### src/common/config_decode_pkg.sv
// Package with field layouts, codes and timing for the configuration decode block.
package config_decode_pkg;

    // ----------------------------------------------------------------
    // Command bus layout
    // ----------------------------------------------------------------
    localparam int ADDR_W            = 13;
    localparam int BANK_W            = 2;
    localparam logic [1:0] SEL_BASE  = 2'h0;
    localparam logic [1:0] SEL_EXT   = 2'h1;

    // ----------------------------------------------------------------
    // Base register fields
    // ----------------------------------------------------------------
    localparam int BL_LSB            = 0;
    localparam int BO_BIT            = 3;
    localparam int RCD_LSB           = 4;
    localparam int TEST_BIT          = 7;
    localparam int LRST_BIT          = 8;
    localparam int APD_LSB           = 9;
    localparam int PDX_BIT           = 12;
    localparam logic [2:0] BL4_CODE  = 3'h2;
    localparam logic [2:0] BL8_CODE  = 3'h3;
    localparam logic [2:0] RCD_MIN   = 3'h3;
    localparam logic [2:0] RCD_MAX   = 3'h7;
    localparam logic [2:0] APD_MIN   = 3'h1;
    localparam logic [2:0] APD_MAX   = 3'h7;

    // ----------------------------------------------------------------
    // Extended register fields
    // ----------------------------------------------------------------
    localparam int LEN_BIT           = 0;
    localparam int DRV_BIT           = 1;
    localparam int PED_LSB           = 3;
    localparam int SCD_BIT           = 10;
    localparam int RRS_BIT           = 11;
    localparam int ODIS_BIT          = 12;
    localparam logic [2:0] PED_MAX   = 3'h6;

    // ----------------------------------------------------------------
    // Reset values and timing
    // ----------------------------------------------------------------
    localparam logic [12:0] BASE_RST = 13'h0632;
    localparam logic [12:0] EXT_RST  = 13'h0000;
    localparam int LOCK_CYCLES       = 200;
    localparam logic [7:0] LOCK_CNT  = 8'(LOCK_CYCLES);

    typedef struct packed {
        logic       test_mode;
        logic       slow_exit;
        logic [2:0] read_column_delay;
        logic [2:0] posted_extra_delay;
        logic [3:0] read_latency;
        logic [3:0] write_latency;
        logic [3:0] auto_precharge_delay;
        logic [3:0] burst_len;
        logic       interleaved;
    } timing_cfg_t;

    typedef struct packed {
        logic loop_enable;
        logic loop_reset;
        logic loop_frozen;
        logic loop_locked;
        logic reduced_drive;
        logic strobe_cmp_en;
        logic rd_strobe_en;
        logic rd_strobe_cmp_en;
        logic outputs_en;
    } io_cfg_t;

    typedef enum logic [1:0] {
        PD_NONE,
        PD_ACTIVE,
        PD_PRECHARGE,
        PD_SELF
    } pd_state_t;

endpackage

### src/design/config_decode.sv
// Decode of the base and extended configuration registers loaded by command.
`timescale 1ns/1ns

// Operation
// - Test-mode bit set: keep fields, enter test
// - Loop reset bit self-clears after issuing reset
// - Auto precharge starts delay-field clocks after burst
// - Exit select 0: fast exit, loop runs
// - Exit select 1: slow exit, loop frozen
// - Exit select ignored in precharge power-down
// - Read column delay 3 to 7 clocks
// - First data at edge n plus delay
// - Posted extra delay holds READ internally
// - Extended register holds until reprogrammed
// - Loop enable set while extended bit zero is clear
// - Self refresh disables, exit re-enables and resets loop
// - Drive strength bit selects full or reduced
// - Complement disable bit makes strobe single-ended
// - Redundant strobe on x8, complement gated
// - Output disable bit turns off data/strobe buffers
// - Burst length four/eight and ordering bit
// - Read latency posted plus column, write one less
module config_decode
    import config_decode_pkg::*;
#(
    parameter int BYTE_WIDTH = 8
)
(
    input  wire logic                clk,
    input  wire logic                resetn,
    input  wire logic                load_config_command,
    input  wire logic [BANK_W-1:0]   bank_sel,
    input  wire logic [ADDR_W-1:0]   addr,
    input  wire logic                read_cmd,
    input  wire logic                write_burst_done,
    input  wire logic                active_pd,
    input  wire logic                precharge_pd,
    input  wire logic                self_refresh,
    output timing_cfg_t              timing_cfg,
    output io_cfg_t                  io_cfg,
    output logic                     read_internal,
    output logic                     read_data_start,
    output logic                     auto_precharge_start,
    output logic                     config_illegal
);

    // Only the three documented data widths have a strobe arrangement defined.
    if (BYTE_WIDTH != 4 && BYTE_WIDTH != 8 && BYTE_WIDTH != 16)
    begin : g_bad_width
        $error("config_decode: BYTE_WIDTH must be 4, 8 or 16.");
    end

    // ----------------------------------------------------------------
    // Command inputs synchronised
    // ----------------------------------------------------------------
    // Command pins come from the controller's clock; two stages each.
    localparam int SYN_W = 1 + BANK_W + ADDR_W + 6;
    logic [SYN_W-1:0] sync1_ff;
    logic [SYN_W-1:0] sync2_ff;

    always_ff @(posedge clk or negedge resetn)
    begin
        if (!resetn)
        begin
            sync1_ff <= '0;
            sync2_ff <= '0;
        end
        else
        begin
            sync1_ff <= {load_config_command, bank_sel, addr, read_cmd, write_burst_done,
                         active_pd, precharge_pd, self_refresh, 1'b0};
            sync2_ff <= sync1_ff;
        end
    end

    wire              s_load   = sync2_ff[SYN_W-1];
    wire [BANK_W-1:0] s_bank   = sync2_ff[SYN_W-2 -: BANK_W];
    wire [ADDR_W-1:0] s_addr   = sync2_ff[ADDR_W+5:6];
    wire              s_read   = sync2_ff[5];
    wire              s_wdone  = sync2_ff[4];
    wire              s_apd    = sync2_ff[3];
    wire              s_ppd    = sync2_ff[2];
    wire              s_sref   = sync2_ff[1];

    // ----------------------------------------------------------------
    // Register load
    // ----------------------------------------------------------------
    logic [ADDR_W-1:0] base_config_register_ff;
    logic [ADDR_W-1:0] extended_config_register_ff;
    logic              test_ff;
    logic              sref_d_ff;

    wire load_base = s_load && (s_bank == SEL_BASE);
    wire load_ext  = s_load && (s_bank == SEL_EXT);
    wire test_req  = s_addr[TEST_BIT];
    wire sref_exit = sref_d_ff && !s_sref;

    // A test-mode load writes nothing else into the base register.
    wire [ADDR_W-1:0] nxt_base =
        (load_base && !test_req) ? s_addr :
        {base_config_register_ff[ADDR_W-1:LRST_BIT+1], 1'b0,
         base_config_register_ff[LRST_BIT-1:0]};
    wire [ADDR_W-1:0] nxt_ext = load_ext ? s_addr : extended_config_register_ff;

    wire loop_reset_req = (load_base && !test_req && s_addr[LRST_BIT]) || sref_exit;

    always_ff @(posedge clk or negedge resetn)
    begin
        if (!resetn)
        begin
            base_config_register_ff     <= BASE_RST;
            extended_config_register_ff <= EXT_RST;
            test_ff                     <= 1'b0;
            sref_d_ff                   <= 1'b0;
        end
        else
        begin
            base_config_register_ff     <= nxt_base;
            extended_config_register_ff <= nxt_ext;
            test_ff                     <= load_base ? test_req : test_ff;
            sref_d_ff                   <= s_sref;
        end
    end

    // ----------------------------------------------------------------
    // Field decode
    // ----------------------------------------------------------------
    wire [2:0] rcd_code = base_config_register_ff[RCD_LSB +: 3];
    wire [2:0] apd_code = base_config_register_ff[APD_LSB +: 3];
    wire [2:0] ped_code = extended_config_register_ff[PED_LSB +: 3];
    wire [2:0] bl_code  = base_config_register_ff[BL_LSB +: 3];

    wire rcd_bad = (rcd_code < RCD_MIN) || (rcd_code > RCD_MAX);
    wire apd_bad = (apd_code < APD_MIN) || (apd_code > APD_MAX);
    wire ped_bad = ped_code > PED_MAX;
    wire bl_bad  = (bl_code != BL4_CODE) && (bl_code != BL8_CODE);
    wire illegal = rcd_bad || apd_bad || ped_bad || bl_bad;

    // Recovery code k means k+1 clocks, so codes 1..7 give 2..8.
    wire [3:0] apd_clocks = 4'(apd_code) + 4'h1;
    wire [3:0] rd_lat     = 4'(rcd_code) + 4'(ped_code);
    wire [3:0] wr_lat     = (rd_lat == 4'h0) ? 4'h0 : rd_lat - 4'h1;
    wire [3:0] blen       = (bl_code == BL8_CODE) ? 4'h8 : 4'h4;

    // ----------------------------------------------------------------
    // Power-down and loop state
    // ----------------------------------------------------------------
    pd_state_t pd_ff;
    pd_state_t nxt_pd;

    assign nxt_pd = s_sref ? PD_SELF :
                    s_ppd  ? PD_PRECHARGE :
                    s_apd  ? PD_ACTIVE : PD_NONE;

    wire loop_on = extended_config_register_ff[LEN_BIT] == 1'b0 && pd_ff != PD_SELF;
    // Only active power-down consults the exit select.
    wire frozen  = pd_ff == PD_ACTIVE && base_config_register_ff[PDX_BIT];

    logic [7:0] lock_ff;
    wire  [7:0] nxt_lock = (loop_reset_req || !loop_on) ? LOCK_CNT :
                           (lock_ff != 8'h0) ? lock_ff - 8'h1 : lock_ff;

    always_ff @(posedge clk or negedge resetn)
    begin
        if (!resetn)
        begin
            pd_ff   <= PD_NONE;
            lock_ff <= LOCK_CNT;
        end
        else
        begin
            pd_ff   <= nxt_pd;
            lock_ff <= nxt_lock;
        end
    end

    // ----------------------------------------------------------------
    // Read and auto precharge timing
    // ----------------------------------------------------------------
    // One-hot shift lines; the tap picks the programmed delay, so a
    // change of configuration mid-flight is the controller's hazard.
    logic [15:0] post_ff;
    logic [15:0] cas_ff;
    logic [15:0] wr_ff;

    wire [15:0] nxt_post = {post_ff[14:0], s_read};
    wire        rd_int   = (ped_code == 3'h0) ? s_read : post_ff[ped_code - 3'h1];
    wire [15:0] nxt_cas  = {cas_ff[14:0], rd_int};
    wire        rd_data  = cas_ff[rcd_code - 3'h1];
    wire [15:0] nxt_wr   = {wr_ff[14:0], s_wdone};
    wire        ap_go    = wr_ff[apd_clocks - 4'h1];

    always_ff @(posedge clk or negedge resetn)
    begin
        if (!resetn)
        begin
            post_ff <= '0;
            cas_ff  <= '0;
            wr_ff   <= '0;
        end
        else
        begin
            post_ff <= nxt_post;
            cas_ff  <= nxt_cas;
            wr_ff   <= nxt_wr;
        end
    end

    // ----------------------------------------------------------------
    // Output registers
    // ----------------------------------------------------------------
    wire x8          = BYTE_WIDTH == 8;
    wire cmp_en      = !extended_config_register_ff[SCD_BIT];
    wire rrs_en      = x8 && extended_config_register_ff[RRS_BIT];

    timing_cfg_t nxt_timing;
    io_cfg_t     nxt_io;

    assign nxt_timing.test_mode            = test_ff;
    assign nxt_timing.slow_exit            = base_config_register_ff[PDX_BIT];
    assign nxt_timing.read_column_delay    = rcd_code;
    assign nxt_timing.posted_extra_delay   = ped_code;
    assign nxt_timing.read_latency         = rd_lat;
    assign nxt_timing.write_latency        = wr_lat;
    assign nxt_timing.auto_precharge_delay = apd_clocks;
    assign nxt_timing.burst_len            = blen;
    assign nxt_timing.interleaved          = base_config_register_ff[BO_BIT];

    assign nxt_io.loop_enable      = loop_on;
    assign nxt_io.loop_reset       = loop_reset_req;
    assign nxt_io.loop_frozen      = frozen;
    assign nxt_io.loop_locked      = loop_on && lock_ff == 8'h0;
    assign nxt_io.reduced_drive    = extended_config_register_ff[DRV_BIT];
    assign nxt_io.strobe_cmp_en    = cmp_en;
    assign nxt_io.rd_strobe_en     = rrs_en;
    assign nxt_io.rd_strobe_cmp_en = rrs_en && cmp_en;
    assign nxt_io.outputs_en       = !extended_config_register_ff[ODIS_BIT];

    always_ff @(posedge clk or negedge resetn)
    begin
        if (!resetn)
        begin
            timing_cfg           <= '0;
            io_cfg               <= '0;
            read_internal        <= 1'b0;
            read_data_start      <= 1'b0;
            auto_precharge_start <= 1'b0;
            config_illegal       <= 1'b0;
        end
        else
        begin
            timing_cfg           <= nxt_timing;
            io_cfg               <= nxt_io;
            read_internal        <= rd_int;
            read_data_start      <= rd_data;
            auto_precharge_start <= ap_go;
            config_illegal       <= illegal;
        end
    end

endmodule

### config.mk
export PLATFORM = sky130hd
export DESIGN_NAME = config_decode
export DESIGN_NICKNAME = d
export VERILOG_FILES = /design/src/common/config_decode_pkg.sv /design/src/design/config_decode.sv
export SDC_FILE = /design/constraint.sdc
export NUM_CORES = 1
export LEC_CHECK = 0
export BUFFER_PORTS_ARGS = -buffer_cell sky130_fd_sc_hd__buf_2
export CAP_MARGIN = 20
export CORE_MARGIN = 4
export CORE_UTILIZATION = 45
export CTS_CLUSTER_SIZE = 8
export DETAILED_ROUTE_END_ITERATION = 10
export PLACE_DENSITY_LB_ADDON = 0.2
export SETUP_SLACK_MARGIN = 0.4
export SLEW_MARGIN = 20
export SYNTH_ARGS = -nofsm -noshare
export SYNTH_HDL_FRONTEND = slang
export SYNTH_SLANG_ARGS = --single-unit
### constraint.sdc
create_clock -name clk -period 3.05 [get_ports clk]
set_clock_uncertainty 0.1 [all_clocks]
set_input_delay 0.1525 -clock clk [delete_from_list [all_inputs] [get_ports clk]]
set_output_delay 0.1525 -clock clk [all_outputs]
set_load 0.05 [all_outputs]
; ---- Word level (Yosys, flattened, before mapping)
; Cells that the tools add are included.
[totals]
reg_bits = 149
in_bits = 23
out_inout_bits = 38
[op_classes]
add_sub_neg = 7
n_lt_le_gt_ge = 8
eq_ne = 6
muxes = 14
bitwise_logic = 1
reduce_logical = 28
[ops]
columns = operator, n
row1 = $mux 8, 2
row2 = $logic_and 1x1->1, 10
row3 = $lt 3x5->1 const B, 2
row4 = $gt 3x3->1 const B, 3
row5 = $logic_not 8->1, 1
row6 = $mux 4, 2
row7 = $reduce_bool 8->1, 1
row8 = $sub 4x1->4 const B, 2
row9 = $sub 8x1->8 const B, 1
row10 = $logic_or 1x1->1, 7
row11 = $bmux 1 s3, 2
row12 = $ne 3x2->1 const B, 2
row13 = $sub 3x1->3 const B, 2
row14 = $logic_not 1->1, 5
row15 = $lt 4x5->1 const B, 1
row16 = $mux 1, 5
row17 = $add 3x1->4 const B, 1
row18 = $add 3x3->4, 1
row19 = $bmux 1 s4, 1
row20 = $eq 2x1->1 const B, 2
row21 = $logic_not 4->1, 1
row22 = $mux 2, 2
row23 = $eq 3x2->1 const B, 1
row24 = $logic_not 3->1, 1
row25 = 6 further kinds, 6

; ---- Longest topological paths before layout
[logic_depth]
word_depth = 7
depth_mapped = 6
mapped_depth_nobuf = 6

; ---- Least setup slack after synthesis
; No wires, ideal clock.
[synth_timing]
path_kind = register -> register
from = register base_config_register_ff[4]
to = register timing_cfg[12] in the netlist's numbering
setup_ns = 0.119
arrival_time_ns = 1.953
slack_ns = 0.878
path_stages_with_launch = 6
path_buffers = 0
synth_period_minus_slack_ns = 2.172
cell_sequence = dfstp_2 -> ha_1 -> fa_1 -> or2_2 -> or2_2 -> and2_1
[synth_between]
elab_chain_len = 3
[synth_lines]
columns = element, line
row1 = start: declaration, config_decode.sv:88  ; logic [ADDR_W-1:0] base_config_register_ff;
row2 = start signal: assignment, config_decode.sv:118  ; base_config_register_ff <= nxt_base;
row3 = $add 3x3->4 *, config_decode.sv:141  ; wire [3:0] rd_lat = 4'(rcd_code) + 4'(ped_code);
row4 = named net rd_lat[1], config_decode.sv:141
row5 = $sub 4x1->4 / $logic_not 4->1 (equally long branches), config_decode.sv:142  ; wire [3:0] wr_lat = (rd_lat == 4'h0) ? 4'h0 : rd_lat - 4'h1;
row6 = $mux 4 *, config_decode.sv:142
row7 = named net wr_lat[3], config_decode.sv:142
row8 = end signal: assignment, config_decode.sv:252  ; timing_cfg <= nxt_timing;
row9 = end: declaration, config_decode.sv:39  ; output timing_cfg_t timing_cfg,
; Mark *: on every way through the listed nets, which the timed path passes. The rest lies on a longest branch.
; A chain may end at the register's enable or synchronous reset.

; ---- Worst setup path after layout
; Same ends and word-level chain as after synthesis.

==> summary.md <==
| Metric | Value |
|---|---|
| Run status | complete, no violations |
| Number of global-route vias before repair | 2,696 |
| Seq cells post-synth | between 100 and 150 |
| First-pass GRT wire length | 12,940 µm |
| Setup violators final | 0 |
| CP required | 3340 ps |
| Reg2reg end | timing_cfg[12] |
| Share of cells above drive strength 1 | roughly 32% |
| DRT Pass-1 Iters | 4 |
| Core Util, Final | 59.70% |
| Worst r2r src | base_config_register_ff[4] |
| CP Cell Sequence | ha_1 > fa_1 > or2_2 > or2_2 > and2_1 |
| Post-Layout Cell Count | between 500 and 600 |
| RSZ-0062 raised after global routing | no |
| Relative slew margins | between 50 and 60% |
| Worst-Skew Late Latency | around 500 ps |
| Layout area overhead | 26.77% |
| Fin crit period | approximately 2300 ps |
| Post-synth cell types | 48 |
| Worst hold-check path type | in2async |
| Crit path max fanout | 7 |
| Gr ovfl total | 0 |
| Die Footprint | 12,120 µm² |
| Most frequent cells in the layout | 132 x dfrtp_1, 57 x buf_2, 22 x dlygate4sd3_1 |
| GRT busiest layer | met2 |
| Post-route setup TNS | 0 ps |
| Fmax | around 0.44 GHz |
| Ys flop type | dfrtp_1 |
| Longest Clk Path Bufs | 2 |
| Vias post-DR | ~2,500 |
| Hold WS | about 130 ps |
| Post-Synthesis Cell Area | 4688 µm² |
| Fin nets | between 400 and 500 |
| Gr usage total | between 10 and 15% |
| Max Cap Viol | 0 |
| H-Tree Depth | 4 |
| Number of I/O port buffers | 58 |
| Antenna cells | 0 |
| R2r setup slk | around 770 ps |
| VDD IR max | around 0.44 mV |
| Routed len/inst | about 14 µm |
| DR DRC count | 0 |
| Slowest stage delay, CP | around 620 ps |
| Commonest non-fill, non-tap cell in the layout | dfrtp_1 |
| Die Y | ~110 µm |
| Critical Path Sink Type | register |
| Dpl hpwl | between 4000 and 5000 µm |
| Cells after Synth | roughly 290 |
| Die W | 110.1 µm |
| Global routing usage on met1 | a little under a fifth |
| CP dominant cell by count | or2_2 |
| Largest net degree at the start of global routing | 80 |
| CTS tree | done |
| Critical Path AT | 2570 ps |
| YS warnings | 0 |
| Final Slew Violations | 0 |
| Critical Path Slowest Stage Cell | dfstp_2 |
| Setup CP Type | reg2reg |
| Post-route ant nets | 0 |
| Clock-pin slew on the worst setup and hold paths | ~60 ps |
| Synth area leader | dfrtp_1 |
| Period utilisation layout | between 70% and 80% |
| # IOs | 61 |
| TritonCTS Sinks | between 100 and 150 |
| R2r worst-path depth | 5 |
| Worst slew pin tran | approximately 680 ps |
| Syn_area_per_cell | between 15 and 20 µm² |
| Initial antenna violation count | 0 |
| CTS Root Cell | clkbuf_8 |
| Ranking of synthesized cells by area | dfrtp_1 70%, dfstp_2 4.5%, mux2_2 4.3%, ha_1 3.2%, mux4_2 2.4% |
| Leakage | between 2 and 3 nW |
| DR iter-0 viols | 57 |
| Synth async-reset ratio | 100.0% |
| Vias/cell | 4.698 |
| Global Route met2 Usage | 22.31% |
| Setup bufs post-CTS | 0 |
| Endpoints failing hold | 0 |
| Worst Setup SP | base_config_register_ff[4] |
| FP Rows | 36 |
| GR Util met3 | around 4.3% |
| Critical path launch point type | register |
| Num CTS Buffers | 17 |
| Initial Util | a little under half |
| Routed WL | 7434 µm |
| Placed cells | roughly 480 |
| Post-synth EDFFs | 0 |
| Cell Pwr Density | 897.3 nW/µm² |
| Post-synthesis sequential area ratio | 74.94% |
| Area fraction of the dominant cell type after synthesis | 70.46% |
| Core ar. | 9955 µm² |
| Pwr Total | 5.333 mW |
| Routability cong. | about 0.76 |
## state kept, by name, summed over array words and instances, names as in the netlist, 9 cells and up
register                 flops
timing_cfg                  23
sync1_ff                    21
sync2_ff                    21
wr_ff                       16
base_config_register_ff     11
io_cfg                       9
## critical path, delay by kind of cell, from the launching register on
kind,cells,cell delay (ps)
fa+ha+maj,2,670
flops,1,620
simple gates,3,780
## stage by stage
| step | area, µm² | worst slack [ps] |
|---|---|---|
| CTS | 5943 | 764.3 |
| floorplan | 4692 | 878.0 |
| global placement | 5161 | 830.9 |
| finish | 5943 | 772.0 |
| detailed placement | 5161 | 772.1 |
| global route | 5943 | 627.4 |
## synthesized netlist by cell type (2+ instances only)
library cell / instances
a21boi_0: 3
a21o_1: 3
a21oi_1: 3
a311o_1: 2
and3_1: 2
buf_2: 2
buf_4: 2
clkbuf_1: 2
dfrtp_1: 132
dfstp_2: 8
ha_1: 12
inv_1: 17
mux2_2: 18
mux2i_1: 3
mux4_2: 5
nand2_1: 12
nand2b_1: 3
nand3b_1: 4
nor2_1: 8
nor2b_1: 3
nor3_1: 4
o211ai_1: 3
o21ai_0: 5
o21ai_1: 2
or2_2: 2
xnor2_1: 4
xor2_1: 4
## report_power, final
group	switching [mW]	total (mW)	leakage (nW)	internal, mW
clock network	0.753	1.88	0.260	1.13
logic	0.769	1.14	0.861	0.374
registers	0.155	2.31	1.65	2.15
total	1.68	5.33	2.77	3.66
## final cells by class
| cell class | instances | area (µm²) |
|---|---|---|
| fillers | 750 | 4011 |
| flip-flops and latches | 140 | 3513 |
| multi-input cells | 127 | 1091 |
| repair buffers | 84 | 546.8 |
| clock buffers | 20 | 445.4 |
| well taps | 133 | 166.4 |
| clock inverters | 12 | 116.4 |
| inverters | 17 | 63.81 |
## what timing repair did
item	CTS	global route
hold buffers	22	0
hold endpoints to repair	97	0
resized for setup	0	0
## per-layer routing
| metal | share of wire (%) | vias up |
|---|---|---|
| met5 | 0 | - |
| met4 | 1.5 | 0 |
| met3 | 4.5 | 10 |
| met2 | 49 | 57 |
| met1 | 44 | 1261 |
| li1 | - | 1176 |
## worst max-delay path by stage
stage                      endpoint  slack [ps]  cells after the start
6_report             timing_cfg[12]         770                      5
3_5_place_dp         timing_cfg[12]         770                      5
3_3_place_gp         timing_cfg[12]         830                      5
4_1_cts              timing_cfg[12]         760                      5
5_1_grt        auto_precharge_start         630                      6
2_1_floorplan        timing_cfg[12]         880                      5
## cells by family (layout without fill, tap and decap cells)
logic type	count (synthesis)	after routing	share of synthesized area [%]
fa+ha+maj	13	13	3.630
buf+inv	23	133	2.055
compound gates	30	30	4.617
mux	27	27	7.606
flops	140	140	74.94
xor+xnor	8	8	1.494
simple gates	47	47	5.578
other cells	1	2	0.07999
Note: power is estimated with default switching activity, not from simulation.
